$ cat config.mk
export PLATFORM = sky130hd
export DESIGN_NAME = ars_read_cmd
export DESIGN_NICKNAME = d
export VERILOG_FILES = /design/src/pkg/ars_pkg.sv /design/src/verilog/ars_read_cmd.sv
export VERILOG_INCLUDE_DIRS = /design/src /design/src/pkg
export SDC_FILE = /design/constraint.sdc
export NUM_CORES = 1
export LEC_CHECK = 0
export ABC_AREA = 1
export BUFFER_PORTS_ARGS = -buffer_cell sky130_fd_sc_hd__buf_4
export CAP_MARGIN = 0
export CORE_MARGIN = 3
export CORE_UTILIZATION = 30
export DETAILED_ROUTE_END_ITERATION = 16
export SETUP_SLACK_MARGIN = 0.02
export SLEW_MARGIN = 20
export SYNTH_ARGS = -nofsm -noshare
export SYNTH_HDL_FRONTEND = slang
export SYNTH_SLANG_ARGS = --single-unit
$ cat constraint.sdc
create_clock -name CORE_CLK -period 2.6 [get_ports CORE_CLK]
set_input_delay 0.39 -clock CORE_CLK [delete_from_list [all_inputs] [get_ports CORE_CLK]]
set_output_delay 0.39 -clock CORE_CLK [all_outputs]
set_load 0.02 [all_outputs]
$ cat src/pkg/ars_map.svh
// Register offsets, field positions, reset values and timing counts
// for the sector read command block. Included by its bare name.
`ifndef ARS_MAP_SVH
`define ARS_MAP_SVH

// Register byte offsets on the AXI4-Lite slave
`define ARS_OFF_DATA      12'h000
`define ARS_OFF_FEATURE   12'h004
`define ARS_OFF_ERROR     12'h008
`define ARS_OFF_COUNT     12'h00C
`define ARS_OFF_ADDR_LO   12'h010
`define ARS_OFF_ADDR_MID  12'h014
`define ARS_OFF_ADDR_HI   12'h018
`define ARS_OFF_TARGET    12'h01C
`define ARS_OFF_OPCODE    12'h020
`define ARS_OFF_STATUS    12'h024
`define ARS_OFF_DEVCTL    12'h028
`define ARS_OFF_IRQ_STAT  12'h02C
`define ARS_OFF_IRQ_MASK  12'h030
`define ARS_OFF_INJECT    12'h034

// Opcodes
`define ARS_OP_READ28     8'h20
`define ARS_OP_READ48     8'h24

// Target register fields
`define ARS_TGT_LINEAR    6
// Device control field
`define ARS_CTL_HOB       7

// Status bits
`define ARS_ST_BSY        7
`define ARS_ST_RDY        6
`define ARS_ST_DSC        4
`define ARS_ST_DRQ        3
`define ARS_ST_ERR        0
// Error bits
`define ARS_ER_UNC        6
`define ARS_ER_IDN        4
`define ARS_ER_ABT        2

// Interrupt status bits
`define ARS_IRQ_DONE      0
`define ARS_IRQ_FAIL      1

// Sector geometry, media fetch timing and reset status
`define ARS_WORDS_PER_SEC 9'h100
`define ARS_FETCH_CYC     8'h04
`define ARS_RESET_STATUS  8'h50

`endif

$ cat src/pkg/ars_pkg.sv
// Types for the sector read command block.
// Constants live in ars_map.svh.
package ars_pkg;
   // Command sequencer states
   typedef enum logic [2:0]
   {
      ARS_IDLE,
      ARS_FETCH,
      ARS_XFER,
      ARS_DONE
   } ars_state_t;
endpackage

$ cat src/verilog/ars_read_cmd.sv
// Sector read command interpreter with AXI4-Lite register slave.
// Assumes a media source that returns 16-bit words with a valid strobe,
// and a fault injection register standing in for media error reports.
`timescale 1ns/10ps
`include "ars_map.svh"

module ars_read_cmd
#(
   parameter int WORDS = 256             // Words per sector
)
(
   // Clock and reset
   input  wire logic        CORE_CLK,
   input  wire logic        RST_N,
   // AXI4-Lite write address
   input  wire logic [11:0] AWADDR,
   input  wire logic        AWVALID,
   output logic             AWREADY,
   // AXI4-Lite write data
   input  wire logic [31:0] WDATA,
   input  wire logic [3:0]  WSTRB,
   input  wire logic        WVALID,
   output logic             WREADY,
   // AXI4-Lite write response
   output logic [1:0]       BRESP,
   output logic             BVALID,
   input  wire logic        BREADY,
   // AXI4-Lite read address
   input  wire logic [11:0] ARADDR,
   input  wire logic        ARVALID,
   output logic             ARREADY,
   // AXI4-Lite read data
   output logic [31:0]      RDATA,
   output logic [1:0]       RRESP,
   output logic             RVALID,
   input  wire logic        RREADY,
   // Media word source
   output logic             MEDIA_REQ,
   output logic [47:0]      MEDIA_ADDR,
   input  wire logic [15:0] MEDIA_WORD,
   input  wire logic        MEDIA_VALID,
   // Interrupt
   output logic             IRQ
);

   ////////////////////////////////////////////////////////////////////
   // Register file state
   logic [7:0]  feat_reg;                 // Command parameter, unused
   logic [7:0]  cnt_reg, cnt_prev_reg;    // Count, current and previous
   logic [7:0]  lo_reg, lo_prev_reg;      // Address low byte pair
   logic [7:0]  mid_reg, mid_prev_reg;    // Address mid byte pair
   logic [7:0]  hi_reg, hi_prev_reg;      // Address high byte pair
   logic [7:0]  tgt_reg;                  // Target and address top
   logic [7:0]  err_reg;                  // Fault detail
   logic [7:0]  stat_reg;                 // Completion flags
   logic        hob_reg;                  // High order byte readback
   logic [1:0]  irq_stat_reg;             // Sticky events
   logic [1:0]  irq_mask_reg;             // Event enables
   logic [31:0] inject_reg;               // Fault sector, bit 31 arms
   logic [15:0] word_reg;                 // Transfer word
   logic        word_full_reg;            // Word waits for host

   // Command state
   ars_pkg::ars_state_t state_reg;
   logic        ext_reg;                  // 48-bit command active
   logic [16:0] left_reg;                 // Sectors still to send
   logic [47:0] cur_reg;                  // Current sector address
   logic [31:0] done_reg;                 // Sectors already sent
   logic [8:0]  wcnt_reg;                 // Words sent this sector
   logic [7:0]  fcnt_reg;                 // Fetch wait counter

   // Bus channel state
   logic        aw_got_reg, w_got_reg;
   logic [11:0] aw_addr_reg;
   logic [31:0] w_data_reg;
   logic [3:0]  w_strb_reg;

   ////////////////////////////////////////////////////////////////////
   // Write decode
   wire        wr_go   = aw_got_reg && w_got_reg && !BVALID;
   wire        wr_b0   = wr_go && w_strb_reg[0];
   wire [7:0]  wb      = w_data_reg[7:0];
   wire        wr_feat = wr_b0 && aw_addr_reg == `ARS_OFF_FEATURE;
   wire        wr_cnt  = wr_b0 && aw_addr_reg == `ARS_OFF_COUNT;
   wire        wr_lo   = wr_b0 && aw_addr_reg == `ARS_OFF_ADDR_LO;
   wire        wr_mid  = wr_b0 && aw_addr_reg == `ARS_OFF_ADDR_MID;
   wire        wr_hi   = wr_b0 && aw_addr_reg == `ARS_OFF_ADDR_HI;
   wire        wr_tgt  = wr_b0 && aw_addr_reg == `ARS_OFF_TARGET;
   wire        wr_ctl  = wr_b0 && aw_addr_reg == `ARS_OFF_DEVCTL;
   wire        wr_msk  = wr_b0 && aw_addr_reg == `ARS_OFF_IRQ_MASK;
   wire        wr_ist  = wr_b0 && aw_addr_reg == `ARS_OFF_IRQ_STAT;
   wire        wr_inj  = wr_go && aw_addr_reg == `ARS_OFF_INJECT
                         && w_strb_reg == 4'hF;
   wire        wr_op   = wr_b0 && aw_addr_reg == `ARS_OFF_OPCODE
                         && state_reg == ars_pkg::ARS_IDLE;
   wire        wr_map  = aw_addr_reg <= `ARS_OFF_INJECT
                         && aw_addr_reg[1:0] == 2'h0;

   // Opcode recognition, bit 0 masked for the 28-bit read
   wire        op28    = wr_op && wb[7:1] == `ARS_OP_READ28 >> 1;
   wire        op48    = wr_op && wb == `ARS_OP_READ48;
   wire        op_bad  = wr_op && !op28 && !op48;

   // Start count: zero selects the largest transfer
   wire [16:0] n28     = (cnt_reg == 8'h00) ? 17'h00100
                         : {9'h000, cnt_reg};
   wire [15:0] c48     = {cnt_prev_reg, cnt_reg};
   wire [16:0] n48     = (c48 == 16'h0000) ? 17'h10000
                         : {1'b0, c48};

   // Start address: geometric and linear both pack the same fields
   wire [47:0] a28     = {20'h00000, tgt_reg[3:0], hi_reg, mid_reg,
                          lo_reg};
   wire [47:0] a48     = {hi_prev_reg, mid_prev_reg, lo_prev_reg,
                          hi_reg, mid_reg, lo_reg};

   // Data register read pops one word
   wire        rd_go   = ARVALID && ARREADY;
   wire        pop     = rd_go && ARADDR == `ARS_OFF_DATA;
   wire        last_w  = wcnt_reg == 9'(WORDS - 1);
   wire        take    = state_reg == ars_pkg::ARS_XFER && MEDIA_VALID
                         && !word_full_reg;
   wire        fail    = inject_reg[31]
                         && inject_reg[30:0] == done_reg[30:0];
   wire        sec_end = take && last_w;
   wire        finish  = sec_end && left_reg == 17'h00001;

   ////////////////////////////////////////////////////////////////////
   // Read multiplexer
   function automatic logic [7:0] hob_sel(input logic [7:0] cur,
                                           input logic [7:0] prev);
      hob_sel = hob_reg ? prev : cur;
   endfunction

   logic [31:0] rmux;
   always_comb
   begin
      unique case (ARADDR)
         `ARS_OFF_DATA:     rmux = {16'h0000, word_reg};
         `ARS_OFF_ERROR:    rmux = {24'h0, err_reg};
         `ARS_OFF_COUNT:    rmux = {24'h0, hob_sel(cnt_reg, cnt_prev_reg)};
         `ARS_OFF_ADDR_LO:  rmux = {24'h0, hob_sel(lo_reg, lo_prev_reg)};
         `ARS_OFF_ADDR_MID: rmux = {24'h0, hob_sel(mid_reg, mid_prev_reg)};
         `ARS_OFF_ADDR_HI:  rmux = {24'h0, hob_sel(hi_reg, hi_prev_reg)};
         `ARS_OFF_TARGET:   rmux = {24'h0, tgt_reg};
         `ARS_OFF_STATUS:   rmux = {24'h0, stat_reg};
         `ARS_OFF_DEVCTL:   rmux = {24'h0, hob_reg, 7'h00};
         `ARS_OFF_IRQ_STAT: rmux = {30'h0, irq_stat_reg};
         `ARS_OFF_IRQ_MASK: rmux = {30'h0, irq_mask_reg};
         `ARS_OFF_INJECT:   rmux = inject_reg;
         default:           rmux = 32'h0000_0000;
      endcase
   end
   wire rd_map = ARADDR <= `ARS_OFF_INJECT && ARADDR[1:0] == 2'h0
                 && ARADDR != `ARS_OFF_FEATURE
                 && ARADDR != `ARS_OFF_OPCODE;

   ////////////////////////////////////////////////////////////////////
   // Write address and data capture, either order
   always_ff @(posedge CORE_CLK)
   begin
      if (!RST_N)
      begin
         aw_got_reg  <= 1'b0;
         w_got_reg   <= 1'b0;
         aw_addr_reg <= 12'h000;
         w_data_reg  <= 32'h0;
         w_strb_reg  <= 4'h0;
      end
      else
      begin
         if (AWVALID && AWREADY)
         begin
            aw_got_reg  <= 1'b1;
            aw_addr_reg <= AWADDR;
         end
         else if (wr_go)
            aw_got_reg <= 1'b0;
         if (WVALID && WREADY)
         begin
            w_got_reg  <= 1'b1;
            w_data_reg <= WDATA;
            w_strb_reg <= WSTRB;
         end
         else if (wr_go)
            w_got_reg <= 1'b0;
      end
   end

   // Ready while the holding slot is empty
   always_ff @(posedge CORE_CLK)
   begin
      if (!RST_N)
      begin
         AWREADY <= 1'b0;
         WREADY  <= 1'b0;
         ARREADY <= 1'b0;
      end
      else
      begin
         AWREADY <= !aw_got_reg && !(AWVALID && AWREADY) && !BVALID;
         WREADY  <= !w_got_reg && !(WVALID && WREADY) && !BVALID;
         ARREADY <= !RVALID && !rd_go;
      end
   end

   // Write response, SLVERR for unmapped offsets
   always_ff @(posedge CORE_CLK)
   begin
      if (!RST_N)
      begin
         BVALID <= 1'b0;
         BRESP  <= 2'b00;
      end
      else if (wr_go)
      begin
         BVALID <= 1'b1;
         BRESP  <= wr_map ? 2'b00 : 2'b10;
      end
      else if (BREADY)
         BVALID <= 1'b0;
   end

   // Read response
   always_ff @(posedge CORE_CLK)
   begin
      if (!RST_N)
      begin
         RVALID <= 1'b0;
         RDATA  <= 32'h0;
         RRESP  <= 2'b00;
      end
      else if (rd_go)
      begin
         RVALID <= 1'b1;
         RDATA  <= rmux;
         RRESP  <= rd_map ? 2'b00 : 2'b10;
      end
      else if (RREADY)
         RVALID <= 1'b0;
   end

   ////////////////////////////////////////////////////////////////////
   // Host-written task file; earlier byte moves to previous
   always_ff @(posedge CORE_CLK)
   begin
      if (!RST_N)
      begin
         feat_reg <= 8'h00;
         {cnt_reg, cnt_prev_reg} <= 16'h0;
         {lo_reg, lo_prev_reg}   <= 16'h0;
         {mid_reg, mid_prev_reg} <= 16'h0;
         {hi_reg, hi_prev_reg}   <= 16'h0;
         tgt_reg  <= 8'h00;
         hob_reg  <= 1'b0;
         irq_mask_reg <= 2'b00;
         inject_reg   <= 32'h0;
      end
      else
      begin
         if (wr_feat) feat_reg <= wb;
         if (wr_ctl)  hob_reg  <= wb[`ARS_CTL_HOB];
         if (wr_msk)  irq_mask_reg <= wb[1:0];
         if (wr_inj)  inject_reg <= w_data_reg;
         if (wr_tgt)  tgt_reg <= wb;
         // Previous takes the older byte, so high goes first
         if (wr_cnt)
            {cnt_prev_reg, cnt_reg} <= {cnt_reg, wb};
         else if (state_reg != ars_pkg::ARS_IDLE && finish)
            {cnt_prev_reg, cnt_reg} <= 16'h0;
         else if (state_reg == ars_pkg::ARS_XFER && take && fail)
            {cnt_prev_reg, cnt_reg} <= left_reg[15:0];
         if (wr_lo)  {lo_prev_reg, lo_reg}   <= {lo_reg, wb};
         if (wr_mid) {mid_prev_reg, mid_reg} <= {mid_reg, wb};
         if (wr_hi)  {hi_prev_reg, hi_reg}   <= {hi_reg, wb};
         // Ending address: last sent sector, or failing one
         if (state_reg == ars_pkg::ARS_XFER && (finish || (take && fail)))
         begin
            if (!ext_reg && !(take && fail))
            begin
               lo_reg  <= cur_reg[7:0];
               mid_reg <= cur_reg[15:8];
               hi_reg  <= cur_reg[23:16];
               tgt_reg <= {tgt_reg[7:4], cur_reg[27:24]};
            end
            else
            begin
               {hi_prev_reg, mid_prev_reg, lo_prev_reg} <= cur_reg[47:24];
               {hi_reg, mid_reg, lo_reg} <= cur_reg[23:0];
               if (!ext_reg)
                  tgt_reg <= {tgt_reg[7:4], cur_reg[27:24]};
            end
         end
      end
   end

   ////////////////////////////////////////////////////////////////////
   // Command sequencer: fetch a sector, then hand words out
   always_ff @(posedge CORE_CLK)
   begin
      if (!RST_N)
      begin
         state_reg <= ars_pkg::ARS_IDLE;
         ext_reg   <= 1'b0;
         left_reg  <= 17'h0;
         cur_reg   <= 48'h0;
         done_reg  <= 32'h0;
         wcnt_reg  <= 9'h000;
         fcnt_reg  <= 8'h00;
      end
      else
      begin
         unique case (state_reg)
            ars_pkg::ARS_IDLE:
            begin
               if (op28 || op48)
               begin
                  state_reg <= ars_pkg::ARS_FETCH;
                  ext_reg   <= op48;
                  left_reg  <= op48 ? n48 : n28;
                  cur_reg   <= op48 ? a48 : a28;
                  done_reg  <= 32'h0;
                  fcnt_reg  <= `ARS_FETCH_CYC;
               end
            end
            ars_pkg::ARS_FETCH:
            begin
               // Fixed media latency before words flow
               fcnt_reg <= fcnt_reg - 8'h01;
               if (fcnt_reg == 8'h01)
               begin
                  state_reg <= ars_pkg::ARS_XFER;
                  wcnt_reg  <= 9'h000;
               end
            end
            ars_pkg::ARS_XFER:
            begin
               if (take && fail)
                  state_reg <= ars_pkg::ARS_DONE;
               else if (take)
               begin
                  wcnt_reg <= last_w ? 9'h000 : wcnt_reg + 9'h001;
                  if (finish)
                     state_reg <= ars_pkg::ARS_DONE;
                  else if (sec_end)
                  begin
                     left_reg  <= left_reg - 17'h00001;
                     cur_reg   <= cur_reg + 48'h1;
                     done_reg  <= done_reg + 32'h1;
                     state_reg <= ars_pkg::ARS_FETCH;
                     fcnt_reg  <= `ARS_FETCH_CYC;
                  end
               end
            end
            ars_pkg::ARS_DONE:
               // Hold until the host drains the last word
               if (!word_full_reg)
                  state_reg <= ars_pkg::ARS_IDLE;
            default:
               state_reg <= ars_pkg::ARS_IDLE;
         endcase
      end
   end

   ////////////////////////////////////////////////////////////////////
   // Transfer word holding stage; host read empties it
   always_ff @(posedge CORE_CLK)
   begin
      if (!RST_N)
      begin
         word_reg      <= 16'h0000;
         word_full_reg <= 1'b0;
      end
      else if (take && !fail)
      begin
         word_reg      <= MEDIA_WORD;
         word_full_reg <= 1'b1;
      end
      else if (pop)
         word_full_reg <= 1'b0;
   end

   // Media request outputs
   always_ff @(posedge CORE_CLK)
   begin
      if (!RST_N)
      begin
         MEDIA_REQ  <= 1'b0;
         MEDIA_ADDR <= 48'h0;
      end
      else
      begin
         MEDIA_REQ  <= state_reg == ars_pkg::ARS_XFER && !word_full_reg
                       && !take;
         MEDIA_ADDR <= cur_reg;
      end
   end

   ////////////////////////////////////////////////////////////////////
   // Status and error reporting
   always_ff @(posedge CORE_CLK)
   begin
      if (!RST_N)
      begin
         stat_reg <= `ARS_RESET_STATUS;
         err_reg  <= 8'h00;
      end
      else if (op28 || op48)
      begin
         stat_reg <= 8'h80;
         err_reg  <= 8'h00;
      end
      else if (op_bad)
      begin
         stat_reg <= `ARS_RESET_STATUS | 8'h01;
         err_reg  <= 8'h04;
      end
      else if (state_reg == ars_pkg::ARS_XFER && take && fail)
      begin
         stat_reg <= `ARS_RESET_STATUS | 8'h01 | 8'h08;
         err_reg  <= 8'h40;
      end
      else if (state_reg == ars_pkg::ARS_XFER && finish)
         stat_reg <= `ARS_RESET_STATUS | 8'h08;
      else if (state_reg == ars_pkg::ARS_XFER || state_reg ==
               ars_pkg::ARS_FETCH)
         stat_reg <= word_full_reg ? 8'h58 : 8'h80;
      else if (state_reg == ars_pkg::ARS_DONE && !word_full_reg)
         stat_reg <= stat_reg & 8'hF7;
   end

   // Sticky events, set wins over write-one clear
   wire ev_done = state_reg == ars_pkg::ARS_XFER && finish;
   wire ev_fail = (state_reg == ars_pkg::ARS_XFER && take && fail)
                  || op_bad;
   always_ff @(posedge CORE_CLK)
   begin
      if (!RST_N)
      begin
         irq_stat_reg <= 2'b00;
         IRQ          <= 1'b0;
      end
      else
      begin
         irq_stat_reg <= (irq_stat_reg & ~(wr_ist ? wb[1:0] : 2'b00))
                         | {ev_fail, ev_done};
         IRQ <= |(irq_stat_reg & irq_mask_reg);
      end
   end

endmodule

# Word-level counts from Yosys, hierarchy flattened
# Index checks and enable logic that the tools add are counted.
[totals]
wordCells = 292
output_inout_bits = 91
ff_bits = 395
input_bits = 84
[classes]
n_lt_le_gt_ge = 2
n_mux = 92
eq_ne = 44
reduce_logical = 99
bitwise = 5
n_addsub = 5
[op_table]
columns = ["operator", "n"]
rows = [
  ["32-bit one-hot mux with 12 select lines", 1],
  ["8-bit two-way mux", 40],
  ["48-bit two-way mux", 6],
  ["32-bit two-way mux", 5],
  ["12-bit by 6-bit == test with 1-bit output, second input constant", 10],
  ["17-bit two-way mux", 7],
  ["12-bit by 5-bit == test with 1-bit output, second input constant", 8],
  ["48-bit one-hot mux with 2 select lines", 1],
  ["32-bit one-hot mux with 2 select lines", 1],
  ["48-bit by 1-bit adder with 48-bit output, second input constant", 1],
  ["1-bit logical AND", 48],
  ["9-bit two-way mux", 5],
  ["12-bit by 4-bit == test with 1-bit output, second input constant", 3],
  ["17-bit one-hot mux with 2 select lines", 1],
  ["32-bit by 1-bit adder with 32-bit output, second input constant", 1],
  ["31-bit == test", 1],
  ["3-bit two-way mux", 9],
  ["12-bit by 6-bit <= comparator with 1-bit output, second input constant", 2],
  ["8-bit one-hot mux with 3 select lines", 1],
  ["2-bit nonzero test", 11],
  ["9-bit one-hot mux with 2 select lines", 1],
  ["17-bit by 1-bit == test with 1-bit output, second input constant", 1],
  ["17-bit by 1-bit subtractor with 17-bit output, second input constant", 1],
  ["16-bit logical NOT", 1],
  ["39 further kinds", 81],
]

# Depth between registers and ports, before layout
[logic_depth]
depth_word = 11
mapped_depth = 15

# Worst setup path before layout
# OpenSTA, ideal clock, no wires.
[synth_path]
kind = "register to register"
from = "register state_reg[0]"
to = "register cur_reg[6]"
slack_ns = 0.544
path_stages_with_launch = 14
period_less_slack_ns = 2.056
t_arrival_ns = 1.986
path_buffers = 1
setup_ns = 0.070
path_cell_list = "dfxtp_1 > inv_1 > ha_1 > nand2_2 > nor2_4 > nor2_1 > inv_2 > o21ai_1 > nor2_2 > nand3_1 > nor2_4 > buf_4 > nand2_1 > a21oi_1"
[synth_via]
elab_chain_cells = 7
word_cells_on_any_way = 19
cone_classes = "eq/ne: 6; mux: 1; reduce/logical: 12"
[synth_lines]
columns = ["item", "line_no", "rtl"]
rows = [
  ["start: declaration", "ars_read_cmd.sv:64", "ars_pkg::ars_state_t state_reg;"],
  ["start signal: assignment", "ars_read_cmd.sv:303", "state_reg <= ars_pkg::ARS_IDLE;"],
  ["start signal: assignment", "ars_read_cmd.sv:318", "state_reg <= ars_pkg::ARS_FETCH;"],
  ["start signal: assignment", "ars_read_cmd.sv:332", "state_reg <= ars_pkg::ARS_XFER;"],
  ["3-bit by 2-bit == test with 1-bit output", "ars_read_cmd.sv:121, ars_read_cmd.sv:313", ""],
  ["1-bit logical AND", "ars_read_cmd.sv:121", "wire take = state_reg == ars_pkg::ARS_XFER && MEDIA_VALID"],
  ["1-bit logical AND", "ars_read_cmd.sv:122", "&& !word_full_reg;"],
  ["1-bit logical AND", "ars_read_cmd.sv:125", "wire sec_end = take && last_w;"],
  ["1-bit logical AND", "ars_read_cmd.sv:126", "wire finish = sec_end && left_reg == 17'h00001;"],
  ["2-bit != test (no line)", "n/a", ""],
  ["6-bit AND reduction (no line)", "n/a", ""],
  ["end signal: assignment", "ars_read_cmd.sv:321", "cur_reg <= op48 ? a48 : a28;"],
  ["end signal: assignment", "ars_read_cmd.sv:348", "cur_reg <= cur_reg + 48'h1;"],
  ["end: declaration", "ars_read_cmd.sv:67", "logic [47:0] cur_reg;"],
]
# Parallel ways exist; a longest one is shown, timed or not.
# A chain may end at the register's enable or synchronous reset.

# Worst setup path in the final report
[layout_path]
from = "register done_reg[15]"
to = "register mid_prev_reg[4]"
[layout_via]
elab_chain_cells = 7
word_cells_on_any_way = 9
cone_classes = "eq/ne: 1; mux: 2; reduce/logical: 6"
[layout_lines]
columns = ["item", "line_no", "rtl"]
rows = [
  ["start: declaration", "ars_read_cmd.sv:68", "logic [31:0] done_reg;"],
  ["start signal: assignment", "ars_read_cmd.sv:349", "done_reg <= done_reg + 32'h1;"],
  ["31-bit == test (*)", "ars_read_cmd.sv:124", "&& inject_reg[30:0] == done_reg[30:0];"],
  ["1-bit logical AND (*)", "ars_read_cmd.sv:124", ""],
  ["1-bit logical AND (*)", "ars_read_cmd.sv:277, ars_read_cmd.sv:279", ""],
  ["1-bit logical NOT", "ars_read_cmd.sv:279", "if (!ext_reg && !(take && fail))"],
  ["1-bit logical AND", "ars_read_cmd.sv:279", ""],
  ["8-bit two-way mux", "ars_read_cmd.sv:279", ""],
  ["8-bit two-way mux (*)", "ars_read_cmd.sv:277", "if (state_reg == ars_pkg::ARS_XFER && (finish || (take && fail)))"],
  ["end signal: assignment", "ars_read_cmd.sv:274", "if (wr_mid) {mid_prev_reg, mid_reg} <= {mid_reg, wb};"],
  ["end signal: assignment", "ars_read_cmd.sv:288", "{hi_prev_reg, mid_prev_reg, lo_prev_reg} <= cur_reg[47:24];"],
  ["end: declaration", "ars_read_cmd.sv:51", "logic [7:0] mid_reg, mid_prev_reg;"],
]
# Every way passes the cells marked *; elsewhere a longest branch is shown, timed or not.

==> results.json <==
{
  "status": "completed",
  "syn_area_sq_mm": 0.0204,
  "clk_latency_ns": 0.59,
  "worstPathArrival_ns": 2.91,
  "ir_worst_vdd_mv": 0.491,
  "critPathSlowestCell": "dfxtp_1",
  "cp_common_cell": "nand2_1",
  "cts_root_buffer": "clkbuf_16",
  "cellLeakagePower_nw": 10.3,
  "synthFlopType": "dfxtp_1",
  "finalPower_mw": 15.3,
  "grtUsageMet3_pct": 2.98,
  "yosys_warnings": 0,
  "grt_pass1_vias": 19800,
  "cts.sinks": 387,
  "endpoint_kind": "flip-flop",
  "start_util_pct": 30.6,
  "dp_hpwl_mm": 57.8,
  "finalWorstSetupSlack_ns": 0.175,
  "hold_class": "primary input to flip-flop",
  "setup_violations": 0,
  "numCtsBuffers": 44,
  "fin_crit_ns": 2.42,
  "maxSlewHeadroom_pct": 52.8,
  "clk_path_buf_depth": 3,
  "hold_start": "MEDIA_WORD[5]",
  "fin_area_sq_mm": 0.0247,
  "r2r-end": "mid_prev_reg[4]$_SDFF_PN0_",
  "grt_most_used_layer": "met2",
  "syn_avg_cell_area_sq_um": 6.39,
  "drc": 0,
  "post-route-util_pct": 37.1,
  "num_antenna_cells": 0,
  "io_pins": 175,
  "final_common_cell": "nand2_1",
  "dp_slack_ns": 0.120,
  "layout_common_cells": "857 x nand2_1, 400 x nor2_1, 387 x dfxtp_1",
  "globalRoute.totalOverflow": 0,
  "synth-async-reset-ratio_pct": 0,
  "synth.yosys.seq_area_share_pct": 38.0,
  "slowest_delay_ns": 0.42,
  "grt_util_all_layers_pct": 21.0,
  "grt_use_met1_pct": 27.0,
  "required_ns": 3.08,
  "fin_crit_sh_pct": 93.3,
  "nets": 3472,
  "grt_start_max_net_pins": 106,
  "crit_fanout": 53,
  "grt_first_pass_wirelength_mm": 116,
  "ys_seq_elements": 387,
  "wire_per_inst_microns": 17.9,
  "htree_levels": 2,
  "maxCapViolCount": 0,
  "die_area_sq_mm": 0.0712,
  "ff2ff_path_depth": 14,
  "maxSlewViolCount": 0,
  "hold_path_depth": 3,
  "rrSetupSlack_ns": 0.18,
  "fp.dieH_microns": 267,
  "syn_to_final_growth_pct": 21.0,
  "vias": 21400,
  "tightest_slew_ns": 0.707,
  "via_per_inst": 5.01,
  "hold_viol_final": 0,
  "drtIter0Drc": 2029,
  "holdPathEnd": "word_reg[5]$_SDFFE_PN0P_",
  "wl_mm": 76.4,
  "dpl_cell_area_sq_mm": 0.0231,
  "cp_top_family": "simple AND/OR/NAND/NOR gates",
  "r2r_start": "done_reg[15]$_SDFFE_PN0P_",
  "antenna_found_initial": 0,
  "drive_gt1_share_pct": 12.0,
  "critPathBufInv": 4,
  "place_congestion": 0.981,
  "clkTransAtPathRegs_ns": 0.06,
  "core-area_sq_mm": 0.0666,
  "synth-edff-count": 0,
  "ys_types": 48,
  "cp-start-kind": "flip-flop",
  "fmax_mhz": 412,
  "critPathKind": "flip-flop to flip-flop",
  "syn_inst": 3193,
  "portBuffers": 172,
  "use_met2_pct": 34.9,
  "cts_tree": "built",
  "drt_first_pass_iters": 6,
  "skew_ns": 0.0171,
  "drtAntennaViolNets": 0,
  "die_w_microns": 267,
  "power_density_mw_per_mm2": 620,
  "cp_cell_sequence": "inv_1 > nand2_1 > nand2_1 > inv_1 > nand2_1 > nor2_1 > nand2_1 > nor2_1 > nand3_4 > buf_12 > nand2_2 > buf_12 > nor2_1 > a211oi_1",
  "num_rows": 94
}
==> cells by family after synthesis <==
family | Yosys count | synth area share [%]
flops | 387 | 38.0
fa+ha+maj | 12 | 0.736
xor+xnor | 61 | 2.62
other cells | 1 | 0.0184
simple gates | 1719 | 35.8
compound gates | 499 | 13.0
buf+inv | 514 | 9.88
==> metrics by stage <==
| step | std cells | setup TNS, ns | hold slack (ns) |
|---|---|---|---|
| after floorplan | 3194 | 0 | 0.420 |
| after global placement | 4193 | 0 | 0.441 |
| after detailed placement | 4193 | 0 | 0.443 |
| after CTS | 4272 | 0 | 0.00475 |
| after global routing | 4272 | -0.0168 | 0.0293 |
| final | 4272 | 0 | 0.0309 |
==> where the power goes <==
group          internal, mW  switching, mW
logic                 0.797           1.67
clock network          3.77           2.69
registers              6.16          0.205
==> synth_stat cells (10+ instances only) <==
library cell	n	area, sq um
a211oi_1	17	128
a21oi_1	165	826
a31oi_1	10	62.6
and3_1	18	113
buf_1	11	41.3
buf_2	27	135
buf_4	12	90.1
clkbuf_1	96	360
dfxtp_1	387	7750
ha_1	12	150
inv_1	357	1340
nand2_1	859	3220
nand3_1	197	986
nand4_1	82	513
nor2_1	402	1510
nor3_1	110	551
o21ai_0	269	1350
o31ai_1	15	113
or2_2	11	68.8
xor2_1	52	455
==> how the worst max path moves through the flow <==
stage,from,endpoint,slack [ns],depth (start not counted)
5_1_grt,done_reg[15]$_SDFFE_PN0P_,lo_prev_reg[0]$_SDFF_PN0_,-0.02,14
6_report,done_reg[15]$_SDFFE_PN0P_,mid_prev_reg[4]$_SDFF_PN0_,0.18,14
3_5_place_dp,done_reg[19]$_SDFFE_PN0P_,mid_prev_reg[4]$_SDFF_PN0_,0.12,14
2_1_floorplan,state_reg[0]$_SDFFE_PN0P_,cur_reg[6]$_SDFFE_PN0P_,0.54,13
4_1_cts,done_reg[19]$_SDFFE_PN0P_,mid_prev_reg[4]$_SDFF_PN0_,0.10,14
3_3_place_gp,done_reg[19]$_SDFFE_PN0P_,wcnt_reg[1]$_SDFFE_PN0P_,0.17,14
==> final cells by class <==
cell class | count | area (sq um)
clock buffer | 58 | 1270
timing repair buffer | 283 | 2280
clock inverter | 20 | 240
fill | 7235 | 41900
multi-input combinational | 2293 | 10700
sequential | 387 | 7750
tap | 864 | 1080
inverter | 367 | 1380
==> routing by layer <==
| layer | vias to the layer above | part of all wire (%) |
|---|---|---|
| met4 | 0 | 4.6 |
| li1 | 10700 | - |
| met1 | 9827 | 43 |
| met5 | - | 0 |
| met3 | 152 | 6.4 |
| met2 | 750 | 46 |
==> worst reg2reg max path: cells and delay by family, from the launching register on <==
| kind | cells | cell delay, ns |
|---|---|---|
| buf+inv | 4 | 0.65 |
| flops | 1 | 0.42 |
| simple gates | 9 | 1.05 |
| compound gates | 1 | 0.20 |
==> repair_timing <==
item	CTS	global route
setup endpoints to repair	0	98
resized for setup	0	7
buffers inserted	0	0
hold buffers	1	0
endpoints found under the hold margin	1	0
Power figures use the tool's default switching activity.
